File: config.mk
export PLATFORM = sky130hd
export DESIGN_NAME = timer_channel_mode_control
export DESIGN_NICKNAME = d
export VERILOG_FILES = /design/src/pkg/tmr_chan_pkg.sv /design/src/core/pin_edge_sync.sv /design/src/core/timer_channel_mode_control.sv
export VERILOG_INCLUDE_DIRS = /design/src /design/src/pkg
export SDC_FILE = /design/constraint.sdc
export NUM_CORES = 1
export LEC_CHECK = 0
export ABC_CLOCK_PERIOD_IN_PS = 4260
export BUFFER_PORTS_ARGS = -buffer_cell sky130_fd_sc_hd__buf_2
export CAP_MARGIN = 10
export CORE_MARGIN = 1.5
export CORE_UTILIZATION = 59
export CTS_CLUSTER_SIZE = 16
export DETAILED_ROUTE_END_ITERATION = 6
export PLACE_DENSITY = 0.82
export SYNTH_ARGS = -nofsm -noshare
export SYNTH_HDL_FRONTEND = slang
export SYNTH_HIERARCHICAL = 1
export SYNTH_SLANG_ARGS = --single-unit
File: constraint.sdc
create_clock -name i_core_clk -period 4.26 [get_ports i_core_clk]
set_clock_uncertainty 0.2 [all_clocks]
set_input_delay 0.852 -clock i_core_clk [delete_from_list [all_inputs] [get_ports i_core_clk]]
set_output_delay 0.852 -clock i_core_clk [all_outputs]
set_load 0.05 [all_outputs]
File: src/pkg/tmr_chan_cfg.svh
/*
 * offsets, field positions, reset values and counts of the timer channel
 * assumes: included by bare name from design modules and the bench
 */
`ifndef TMR_CHAN_CFG_SVH
`define TMR_CHAN_CFG_SVH

// apb byte addresses, one aligned word each
`define ADDR_CH_SC 8'h00
`define ADDR_CH_VAL_LO 8'h04
`define ADDR_CH_VAL_HI 8'h08
`define ADDR_TMR_CFG 8'h0C

// channel status/control field positions
`define SC_FLAG_BIT 7
`define SC_IRQ_EN_BIT 6
`define SC_MS_HIGH_BIT 5
`define SC_MS_LOW_BIT 4
`define SC_ELS_HI_BIT 3
`define SC_ELS_LO_BIT 2

// timer configuration field positions
`define CFG_CAS_BIT 0
`define CFG_DIR_BIT 1
`define CFG_PIN_BIT 2

// reset values and the counter zero value
`define SC_RESET 8'h00
`define VAL_RESET 16'h0000
`define CNT_ZERO 16'h0000

// edge/level select codes
`define ELS_NONE 2'b00
`define ELS_TOGGLE 2'b01
`define ELS_CLEAR 2'b10
`define ELS_SET 2'b11

// pin synchroniser depth in bus clocks
`define SYNC_STAGES 2

`endif

File: src/pkg/tmr_chan_pkg.sv
/*
 * types shared by the timer channel modules
 * assumes: constants come from tmr_chan_cfg.svh
 */
package tmr_chan_pkg;
    // decoded channel function
    typedef enum logic [2:0] {
        MODE_CAPTURE,
        MODE_COMPARE,
        MODE_EPWM,
        MODE_CPWM
    } chan_mode_t;

    // single-cycle edge pulses of the synchronised pin
    typedef struct packed {
        logic rise;
        logic fall;
    } pin_edges_t;

    // apb request from the master
    typedef struct packed {
        logic psel;
        logic penable;
        logic pwrite;
        logic [7:0] paddr;
        logic [31:0] pwdata;
    } apb_req_t;
endpackage : tmr_chan_pkg

File: src/core/pin_edge_sync.sv
/*
 * pin synchroniser and edge detector for the channel input
 * assumes: one bus clock, synchronous active-high reset
 */
`timescale 1ns/1ns
`include "tmr_chan_cfg.svh"
module pin_edge_sync #(
    parameter int STAGES = `SYNC_STAGES // synchroniser depth, at least 2
) (
    input wire logic i_core_clk, // bus clock
    input wire logic i_sys_rst, // synchronous reset, active high
    input wire logic i_pin, // raw channel pin level
    output tmr_chan_pkg::pin_edges_t o_edges, // one-cycle edge pulses
    output logic o_level // synchronised pin level
);
    import tmr_chan_pkg::*;

    logic [STAGES-1:0] sync_reg; // sync chain, bit 0 is the first stage
    logic prev_reg; // last synchronised level, for edge detection

    // chain: the first stage feeds only the next stage
    always_ff @(posedge i_core_clk) begin
        if (i_sys_rst) begin
            sync_reg <= '0;
        end else begin
            sync_reg <= {sync_reg[STAGES-2:0], i_pin};
        end
    end

    // previous level, so an edge is a single clean pulse
    always_ff @(posedge i_core_clk) begin
        if (i_sys_rst) begin
            prev_reg <= 1'b0;
        end else begin
            prev_reg <= sync_reg[STAGES-1];
        end
    end

    assign o_level = sync_reg[STAGES-1];
    assign o_edges.rise = sync_reg[STAGES-1] & ~prev_reg;
    assign o_edges.fall = ~sync_reg[STAGES-1] & prev_reg;
endmodule : pin_edge_sync

File: src/core/timer_channel_mode_control.sv
/*
 * one timer/pwm channel: status/control, mode decode, flag, pin action
 * assumes: main counter, modulo and prescaler live outside and feed
 * i_counter, i_cnt_tick and i_count_up; apb master on the bus clock
 */
// Overview of operation
// capture edge sets the event flag
// compare or edge pwm match sets flag
// center pwm sets flag every match
// irq while flag set and enabled
// flag clears after read then zero write
// event between read and write keeps flag
// reset clears flag, writing one ignored
// irq enable read/write, reset to zero
// mode high bit gives edge pwm
// mode low bit picks capture or compare
// edge select zero detaches the pin
// capture edge: rising, falling or both
// compare action: none, toggle, clear, set
// edge pwm polarity from edge select
// center select forces center pwm all channels
// software keeps pin stable before capture
// software clears flags after reconfiguring
// center select makes counter count up/down
// capture edge copies counter to value
// status write resets value byte latch
// pin synchronised before edge detection
`timescale 1ns/1ns
`include "tmr_chan_cfg.svh"
module timer_channel_mode_control (
    input wire logic i_core_clk, // bus clock, 50 MHz
    input wire logic i_sys_rst, // synchronous reset, active high
    input wire tmr_chan_pkg::apb_req_t i_apb, // apb request
    output logic [31:0] o_prdata, // apb read data, registered
    output logic o_pready, // apb ready, registered
    output logic o_pslverr, // unmapped address, registered
    input wire logic [15:0] i_counter, // main counter value
    input wire logic i_cnt_tick, // counter took a new value
    input wire logic i_count_up, // counter counting upward
    input wire logic i_pin, // channel pin level in
    output logic o_pin_out, // channel pin drive level
    output logic o_pin_oe, // high while channel drives pin
    output logic o_pin_release, // pin left to gpio or ext clock
    output logic o_count_updown, // counter in up/down mode
    output logic o_irq_req // channel interrupt request
);
    import tmr_chan_pkg::*;

    // control state
    logic flag_reg; // channel_event_flag
    logic ie_reg; // channel_irq_enable
    logic msh_reg; // mode_select_high
    logic msl_reg; // mode_select_low
    logic [1:0] els_reg; // edge_level_select
    logic cas_reg; // center_aligned_select
    logic armed_reg; // qualifying read seen, clear may follow
    logic [15:0] value_reg; // channel_value
    logic pin_out_reg; // pin drive level

    // value byte coherency
    logic rd_lock_reg; // read buffer holds a snapshot
    logic rd_first_hi_reg; // first byte read was the high one
    logic [15:0] rd_buf_reg; // snapshot for the second byte
    logic [15:0] rd_snap_reg; // value seen when read data was built
    logic [7:0] wr_lo_reg; // pending low byte
    logic [7:0] wr_hi_reg; // pending high byte
    logic got_lo_reg; // low byte written
    logic got_hi_reg; // high byte written

    // bus state
    logic pready_reg; // access completes this cycle
    logic [31:0] prdata_reg; // read data
    logic pslverr_reg; // error answer

    // decoded signals
    chan_mode_t mode; // channel function
    pin_edges_t edges; // pin edge pulses
    logic pin_level; // synchronised pin
    logic xfer; // access completes at this edge
    logic prep; // first access cycle
    logic sc_wr; // write to status/control
    logic sc_rd; // read of status/control
    logic lo_wr, hi_wr; // value byte writes
    logic lo_rd, hi_rd; // value byte reads
    logic mapped; // address hits a register
    logic match; // counter equals channel value
    logic cap_evt; // active capture edge
    logic cmp_evt; // compare or edge pwm match
    logic cpwm_evt; // center pwm match
    logic evt; // any channel event
    logic [15:0] val_view; // value as read by software
    logic [31:0] rd_word; // read mux

    // clean pin edges; a raw async pin would give runt pulses
    pin_edge_sync #(
        .STAGES(`SYNC_STAGES)
    ) u_sync (
        .i_core_clk(i_core_clk),
        .i_sys_rst(i_sys_rst),
        .i_pin(i_pin),
        .o_edges(edges),
        .o_level(pin_level)
    );

    // mode decode; center select overrides the mode bits
    always_comb begin
        if (cas_reg) begin
            mode = MODE_CPWM;
        end else if (msh_reg) begin
            mode = MODE_EPWM;
        end else if (msl_reg) begin
            mode = MODE_COMPARE;
        end else begin
            mode = MODE_CAPTURE;
        end
    end

    // event detection; edge select zero disables capture
    assign match = i_cnt_tick && (i_counter == value_reg);
    assign cap_evt = (mode == MODE_CAPTURE) &&
        ((els_reg[0] && edges.rise) || (els_reg[1] && edges.fall));
    assign cmp_evt = match &&
        (mode == MODE_COMPARE || mode == MODE_EPWM);
    assign cpwm_evt = match && (mode == MODE_CPWM);
    assign evt = cap_evt || cmp_evt || cpwm_evt;

    // apb decode; every access takes one wait state
    assign prep = i_apb.psel && i_apb.penable && !pready_reg;
    assign xfer = i_apb.psel && i_apb.penable && pready_reg;
    assign mapped = (i_apb.paddr == `ADDR_CH_SC) ||
        (i_apb.paddr == `ADDR_CH_VAL_LO) ||
        (i_apb.paddr == `ADDR_CH_VAL_HI) ||
        (i_apb.paddr == `ADDR_TMR_CFG);
    assign sc_wr = xfer && i_apb.pwrite && (i_apb.paddr == `ADDR_CH_SC);
    assign sc_rd = xfer && !i_apb.pwrite && (i_apb.paddr == `ADDR_CH_SC);
    assign lo_wr = xfer && i_apb.pwrite &&
        (i_apb.paddr == `ADDR_CH_VAL_LO);
    assign hi_wr = xfer && i_apb.pwrite &&
        (i_apb.paddr == `ADDR_CH_VAL_HI);
    assign lo_rd = xfer && !i_apb.pwrite &&
        (i_apb.paddr == `ADDR_CH_VAL_LO);
    assign hi_rd = xfer && !i_apb.pwrite &&
        (i_apb.paddr == `ADDR_CH_VAL_HI);

    // capture reads see the snapshot until the pair is complete
    assign val_view = (mode == MODE_CAPTURE && rd_lock_reg) ?
        rd_buf_reg : value_reg;

    // read mux; unused bits read as zero
    always_comb begin
        rd_word = 32'h0000_0000;
        unique case (i_apb.paddr)
            `ADDR_CH_SC: begin
                rd_word[7:0] = {flag_reg, ie_reg, msh_reg, msl_reg,
                    els_reg, 2'b00};
            end
            `ADDR_CH_VAL_LO: begin
                rd_word[7:0] = val_view[7:0];
            end
            `ADDR_CH_VAL_HI: begin
                rd_word[7:0] = val_view[15:8];
            end
            `ADDR_TMR_CFG: begin
                rd_word[`CFG_CAS_BIT] = cas_reg;
                rd_word[`CFG_DIR_BIT] = i_count_up;
                rd_word[`CFG_PIN_BIT] = pin_level;
            end
            default: begin
                rd_word = 32'h0000_0000; // unmapped
            end
        endcase
    end

    // bus answer: data and error built in the wait cycle
    always_ff @(posedge i_core_clk) begin
        if (i_sys_rst) begin
            pready_reg <= 1'b0;
            prdata_reg <= 32'h0000_0000;
            pslverr_reg <= 1'b0;
            rd_snap_reg <= `VAL_RESET;
        end else begin
            pready_reg <= prep;
            if (prep) begin
                prdata_reg <= i_apb.pwrite ? 32'h0000_0000 : rd_word;
                pslverr_reg <= !mapped;
                rd_snap_reg <= val_view;
            end
        end
    end

    // status/control fields; reset clears them all
    always_ff @(posedge i_core_clk) begin
        if (i_sys_rst) begin
            ie_reg <= 1'b0;
            msh_reg <= 1'b0;
            msl_reg <= 1'b0;
            els_reg <= `ELS_NONE;
        end else if (sc_wr) begin
            ie_reg <= i_apb.pwdata[`SC_IRQ_EN_BIT];
            msh_reg <= i_apb.pwdata[`SC_MS_HIGH_BIT];
            msl_reg <= i_apb.pwdata[`SC_MS_LOW_BIT];
            els_reg <= i_apb.pwdata[`SC_ELS_HI_BIT:`SC_ELS_LO_BIT];
        end
    end

    // center select; also steers the external counter direction
    always_ff @(posedge i_core_clk) begin
        if (i_sys_rst) begin
            cas_reg <= 1'b0;
        end else if (xfer && i_apb.pwrite &&
                i_apb.paddr == `ADDR_TMR_CFG) begin
            cas_reg <= i_apb.pwdata[`CFG_CAS_BIT];
        end
    end

    // clear sequence: a read while set arms, a new event disarms
    always_ff @(posedge i_core_clk) begin
        if (i_sys_rst) begin
            armed_reg <= 1'b0;
        end else if (evt) begin
            armed_reg <= 1'b0;
        end else if (sc_rd && flag_reg) begin
            armed_reg <= 1'b1;
        end else if (sc_wr) begin
            armed_reg <= 1'b0;
        end
    end

    // event flag; the set beats the clear in the same cycle
    always_ff @(posedge i_core_clk) begin
        if (i_sys_rst) begin
            flag_reg <= 1'b0;
        end else if (evt) begin
            flag_reg <= 1'b1;
        end else if (sc_wr && armed_reg &&
                !i_apb.pwdata[`SC_FLAG_BIT]) begin
            flag_reg <= 1'b0;
        end
    end

    // read coherency: in capture mode the first byte read freezes both bytes
    always_ff @(posedge i_core_clk) begin
        if (i_sys_rst || sc_wr || mode != MODE_CAPTURE) begin
            rd_lock_reg <= 1'b0;
            rd_first_hi_reg <= 1'b0;
            rd_buf_reg <= `VAL_RESET;
        end else if (lo_rd || hi_rd) begin
            if (!rd_lock_reg) begin
                rd_lock_reg <= 1'b1;
                rd_first_hi_reg <= hi_rd;
                rd_buf_reg <= rd_snap_reg;
            end else if (hi_rd != rd_first_hi_reg) begin
                rd_lock_reg <= 1'b0; // pair complete
            end
        end
    end

    // write coherency: outside capture mode both bytes must land before the value moves
    always_ff @(posedge i_core_clk) begin
        if (i_sys_rst || sc_wr) begin
            got_lo_reg <= 1'b0;
            got_hi_reg <= 1'b0;
            wr_lo_reg <= 8'h00;
            wr_hi_reg <= 8'h00;
        end else if (mode != MODE_CAPTURE) begin
            if (lo_wr) begin
                wr_lo_reg <= i_apb.pwdata[7:0];
                got_lo_reg <= !got_hi_reg;
                got_hi_reg <= 1'b0;
            end else if (hi_wr) begin
                wr_hi_reg <= i_apb.pwdata[7:0];
                got_hi_reg <= !got_lo_reg;
                got_lo_reg <= 1'b0;
            end
        end
    end

    // channel value: capture copy, coherent pair, or direct byte
    always_ff @(posedge i_core_clk) begin
        if (i_sys_rst) begin
            value_reg <= `VAL_RESET;
        end else if (cap_evt) begin
            value_reg <= i_counter;
        end else if (mode == MODE_CAPTURE) begin
            // capture mode: software may preset a byte directly
            if (lo_wr) begin
                value_reg[7:0] <= i_apb.pwdata[7:0];
            end else if (hi_wr) begin
                value_reg[15:8] <= i_apb.pwdata[7:0];
            end
        end else if (lo_wr && got_hi_reg) begin
            value_reg <= {wr_hi_reg, i_apb.pwdata[7:0]};
        end else if (hi_wr && got_lo_reg) begin
            value_reg <= {i_apb.pwdata[7:0], wr_lo_reg};
        end
    end

    // pin action per mode; edge pwm period starts at counter zero
    always_ff @(posedge i_core_clk) begin
        if (i_sys_rst) begin
            pin_out_reg <= 1'b0;
        end else begin
            unique case (mode)
                MODE_COMPARE: begin
                    if (cmp_evt) begin
                        unique case (els_reg)
                            `ELS_TOGGLE: pin_out_reg <= !pin_out_reg;
                            `ELS_CLEAR: pin_out_reg <= 1'b0;
                            `ELS_SET: pin_out_reg <= 1'b1;
                            `ELS_NONE: pin_out_reg <= pin_out_reg;
                        endcase
                    end
                end
                MODE_EPWM: begin
                    // match wins over period start, so 0 gives 0% duty
                    if (cmp_evt) begin
                        pin_out_reg <= (els_reg != `ELS_CLEAR);
                    end else if (i_cnt_tick && i_counter == `CNT_ZERO) begin
                        pin_out_reg <= (els_reg == `ELS_CLEAR);
                    end
                end
                MODE_CPWM: begin
                    if (cpwm_evt) begin
                        // up-count match ends high-true, down starts it
                        pin_out_reg <= (els_reg == `ELS_CLEAR) ^
                            i_count_up;
                    end
                end
                MODE_CAPTURE: begin
                    pin_out_reg <= 1'b0; // input only
                end
            endcase
        end
    end

    // outputs
    assign o_prdata = prdata_reg;
    assign o_pready = pready_reg;
    assign o_pslverr = pslverr_reg;
    assign o_pin_out = pin_out_reg;
    assign o_pin_release = (els_reg == `ELS_NONE);
    assign o_pin_oe = !o_pin_release && (mode != MODE_CAPTURE);
    assign o_count_updown = cas_reg;
    assign o_irq_req = flag_reg && ie_reg;
endmodule : timer_channel_mode_control

# Word-level counts from Yosys, hierarchy flattened
# Cells that the tools add are included.
# Widths: inputs -> output; s select.
[op_classes] n_eq_ne=19 order_cmp=0 muxes=30 bitwise=7 n_mul=0 n_addsub=0 shifts=0 n_div=0 n_reduce_logical=62
[ops] operator="$mux 16" n=5
[ops] operator="$mux 8" n=4
[ops] operator="$logic_and 1x1->1" n=27
[ops] operator="$eq 16x16->1" n=1
[ops] operator="$eq 8x4->1 const B" n=2
[ops] operator="$logic_not 16->1" n=1
[ops] operator="$mux 1" n=15
[ops] operator="$pmux 5 s3" n=1
[ops] operator="$pmux 3 s4" n=1
[ops] operator="$logic_or 1x1->1" n=10
[ops] operator="$ne 3x3->1 const B" n=3
[ops] operator="$eq 8x3->1 const B" n=1
[ops] operator="$logic_not 1->1" n=8
[ops] operator="$logic_not 8->1" n=1
[ops] operator="$ne 2x2->1 const B" n=4
[ops] operator="$reduce_and 2->1" n=4
[ops] operator="$eq 3x2->1 const B" n=2
[ops] operator="$reduce_and 3->1" n=2
[ops] operator="$reduce_bool 2->1" n=3
[ops] operator="$eq 2x2->1 const B" n=2
[ops] operator="$mux 2" n=2
[ops] operator="$not 1->1" n=4
[ops] operator="$pmux 1 s4" n=1
[ops] operator="$reduce_and 4->1" n=1
[ops] operator="12 further kinds" n=13
[totals] in_bits=64 elab_cells=141 latchBits=0 memories=0 rom_bits=0 ff_bits=114 mem_bits_rw=0

# Depth between registers and ports, before layout
[depth] depth_word=9 mapped_depth=10

# Cells and area by module
# The synthesis kept the hierarchy.
[modules_own_cells] module="timer_channel_mode_control" area_each_um2=4569.4 n_inst=1 cells_per_inst=550
[modules_own_cells] module="pin_edge_sync" area_each_um2=91.3 n_inst=1 cells_per_inst=8

# Worst setup path after synthesis
# OpenSTA, ideal clock, no wires.
[synth_path] kind="register to output" start="register cas_reg (netlist: o_count_updown)" end="output o_pin_oe" slack_ps=1312 arrival_ps=1896 path_stages_with_launch=5 n_path_buf=1 path_cell_list="dfxtp_1 -> nor2_1 -> ha_1 -> buf_2 -> nor2_1"
[synth_between] elab_chain_cells=3
[synth_rtl] element="from (decl)" line="timer_channel_mode_control.sv:55" source="logic cas_reg;"
[synth_rtl] element="from (signal assigned)" line="timer_channel_mode_control.sv:212" source="cas_reg <= i_apb.pwdata[`CFG_CAS_BIT];"
[synth_rtl] element="$mux 2" line="timer_channel_mode_control.sv:107" source="if (cas_reg) begin"
[synth_rtl] element="$reduce_bool 3->1" line="timer_channel_mode_control.sv:342" source="assign o_pin_oe = !o_pin_release && (mode != MODE_CAPTURE);"
[synth_rtl] element="$logic_and 1x1->1" line="timer_channel_mode_control.sv:342"
[synth_rtl] element="to (decl)" line="timer_channel_mode_control.sv:42" source="output logic o_pin_oe,"
# No other way between the ends.

# Final worst setup path
[layout_path] start="input i_apb[37] in the netlist's numbering" end="register rd_buf_reg[13]"
[layout_between] elab_chain_cells=4 word_cells_on_any_way=10 cone_classes="eq/ne (2); reduce/logical (8)"
[layout_rtl] element="from (decl)" line="timer_channel_mode_control.sv:33" source="input wire tmr_chan_pkg::apb_req_t i_apb,"
[layout_rtl] element="$eq 8x3->1 (tied with other cells)"
[layout_rtl] element="$logic_and 1x1->1 (on tied branches)" line="timer_channel_mode_control.sv:140, timer_channel_mode_control.sv:134, timer_channel_mode_control.sv:142"
[layout_rtl] element="$logic_or 1x1->1 (on tied branches)" line="timer_channel_mode_control.sv:247, timer_channel_mode_control.sv:243"
[layout_rtl] element="$reduce_and 2->1 (no line) / $logic_or 1x1->1 (equally long branches)"
[layout_rtl] element="to (signal assigned)" line="timer_channel_mode_control.sv:246" source="rd_buf_reg <= `VAL_RESET;"
[layout_rtl] element="to (signal assigned)" line="timer_channel_mode_control.sv:251" source="rd_buf_reg <= rd_snap_reg;"
[layout_rtl] element="to (decl)" line="timer_channel_mode_control.sv:63" source="logic [15:0] rd_buf_reg;"
# Parallel ways exist; a longest one is shown, timed or not.
# A chain may end at the register's enable or synchronous reset.

==> results.yml <==
run_status:
  run_status: "complete, no violations"
sta:
  grt_setup_unrepaired: "false"
  max-slew-margin-rel: 0.4980
  post-route-min-period_ps: 3038
  timing.fmax_mhz: 329.1
  accumulated_negative_setup_slack_ps: 0
  hold_viol_final: 0
  final_min_period_over_clock_period: 0.7132
  setup_viol: 0
  worst_slew_pin_slew_ps: 751.4
  final-max-slew-violation-count: 0
  fin_ws_ps: 1222
power_and_ir_drop:
  power.density_nw_per_um2: 307.5
  static-leakage-power_nw: 1.943
  vdd_drop_max_uv: 208.7
synth:
  synth_area_leader_cell: "sky130_fd_sc_hd__dfxtp_1"
  synthCells: 558
  postSynth.asyncResetShare: 0
  synth_seq_area_share: 0.3866
  synth.cell_area_um2: 4661
  ys_ff_latch: 90
  count_of_flip_flops_with_a_built_in_enable_after_synthesis: 0
  number_of_distinct_library_cell_variants_in_the_gate_level_netlist_after_synthesis: 55
  synth_area_per_cell_um2: 8.353
  synthDominantCellAreaShare: 0.3866
  synth.most_common_cell: "sky130_fd_sc_hd__dfxtp_1"
  yosysWarnings: 6
  ys.flop_type: "sky130_fd_sc_hd__dfxtp_1"
  post_synth_main_area_contributors: "sky130_fd_sc_hd__dfxtp_1 (39%), sky130_fd_sc_hd__nand2_1 (6.3%), sky130_fd_sc_hd__mux2i_1 (6.2%)"
  ys_top_cells_by_count: "sky130_fd_sc_hd__dfxtp_1 (90), sky130_fd_sc_hd__nand2_1 (78), sky130_fd_sc_hd__nor2_1 (62)"
flow_run:
  max-cap-violations: 0
clock_tree:
  clkSlewWorstSetupHoldPaths_ps: 90
  post_cts_resized: 0
  tritoncts: "done"
  insertion_delay_ps: 370
  cts_inserted_buffers: 9
  cts.sinks: 90
  cts.repair_timing.setup_buffer_count: 0
  htree_levels: 3
  clock_path_buffers: 2
  cts.hold.buffers_added: 0
  cts-root-buf: "sky130_fd_sc_hd__clkbuf_8"
routing:
  postRouteWirelength_um: 11240
  ant_nets: 0
  remaining_drc_errors: 0
  dr.pass1.iters: 6
  vias: 4040
  route.detailed.vias_per_inst: 5.739
  route.detailed.wl_per_inst_um: 15.96
  dr.first_iter.drc_count: 235
critical_path:
  worst_setup_path_category: "in -> reg"
  setup.worst_path.end_class: "flop"
  crit_path_start_kind: "primary input"
  cp_data_required_time_ps: 4310
  crit_path_cell_trace: "buf_2 -> or4_4 -> nor3_4 -> nand4_4 -> a211oi_2 -> buf_12 -> mux2i_1 -> nor2_2"
  path_delay_family: "simple AND/OR/NAND/NOR gates"
  cpPeakStageDelay_ps: 600
  cp_data_arrival_time_ps: 3090
  path_max_fanout: 13
  worst-path-buf-inv: 2
  worst_path_max_delay_cell: "sky130_fd_sc_hd__a211oi_2"
floorplan:
  ios: 103
  dieHeight_um: 91.88
  coreArea_um2: 7687
  die-width_um: 91.88
  dieArea_um2: 8442
  rows: 32
  initial_utilization: 0.6063
place:
  number_of_buffers_inserted_by_port_buffering: 54
  final_replace_weighted_congestion: 0.9457
  post-place-ws_ps: 828.6
  place.detailed.hpwl_um: 8340
grt:
  first_pass_grt_wire_length_um: 18370
  grt_ovf: 0
  grt_max_usage_layer: "met2"
  grt_max_degree: 34
  grt_util_overall: 0.2785
  grt_pass1_vias: 3726
  globalRouteMet1Util: 0.3723
  global_route.usage.met2: 0.4488
  antenna_found_initial: 0
  grt.met3_usage: 0.03648
finish:
  synthesis_to_finish_area_growth_pct: 7.946
  post_route_cells_drive_above_1_share: 0.1794
  design.final.nets: 666
  n_antenna_cell: 0
worst_hold_path:
  hold_class: "reg -> reg"
[cell type report]
class / instances / area, um^2
clock buffer: 10 / 127.6
clock inverter: 6 / 41.29
fill: 695 / 2656
inverter: 6 / 22.52
multi-input combinational: 427 / 2560
sequential: 90 / 1802
tap: 102 / 127.6
timing repair buffer: 63 / 350.3
[where the power goes]
part | internal [W] | switching (W)
registers | 0.000850 | 0.00000496
logic | 0.0000394 | 0.000124
clock network | 0.000215 | 0.000314
[layout by cell type, fill, tap and decap left out, drive strengths merged, types with 4 or more instances in the layout]
cell type  count
dfxtp         90
xor2           4
mux2           4
nor2          73
clkinv         4
nor2b          8
a22oi          9
ha             5
nand3         28
clkbuf        10
a21oi         45
a31oi         10
conb          24
o21ai         14
mux2i         29
a311oi         7
nand4          5
a22o          10
nor3           9
nand2b         6
inv            8
buf           63
xnor2         13
nand2         78
a211oi        20
[per-layer routing]
layer	part of all wire	up-vias
met2	0.49	147
li1	-	1990
met5	0	-
met1	0.43	1889
met3	0.058	14
met4	0.021	0
[cell families after synthesis]
group                      synth area share
other                             0.0008046
adders and majority gates           0.01342
buffers and inverters               0.08322
and+or+nand+nor                      0.2341
xor gates and xnor gates            0.03195
muxes                               0.07678
AOI/OAI and AO/OA                    0.1732
DFF                                  0.3866
[stage by stage]
stage          hold WS, ps  std cells  utilization  cell area (um^2)  power, W
6_report             250.2        704       0.6545              5031  0.001547
5_1_grt              275.4        704       0.6545              5031  0.001597
4_1_cts              255.9        704       0.6545              5031  0.001550
3_5_place_dp         240.7        688       0.6325              4862  0.001037
3_3_place_gp         223.0        688       0.6325              4862  0.001033
2_1_floorplan        213.8        581            -              4747  0.001005
[final timing paths]
kind / to / start / cells after the start / slack [ps]
setup / recovery: rd_buf_reg[13] / i_apb[37] / 8 / 1220
hold / removal: u_sync/sync_reg[1] / u_sync/sync_reg[0] / 1 / 250
setup reg to reg: o_prdata[2] / msh_reg / 9 / 1380
hold reg to reg: u_sync/sync_reg[1] / u_sync/sync_reg[0] / 1 / 250
No activity file was read; power rests on OpenSTA's default activity.
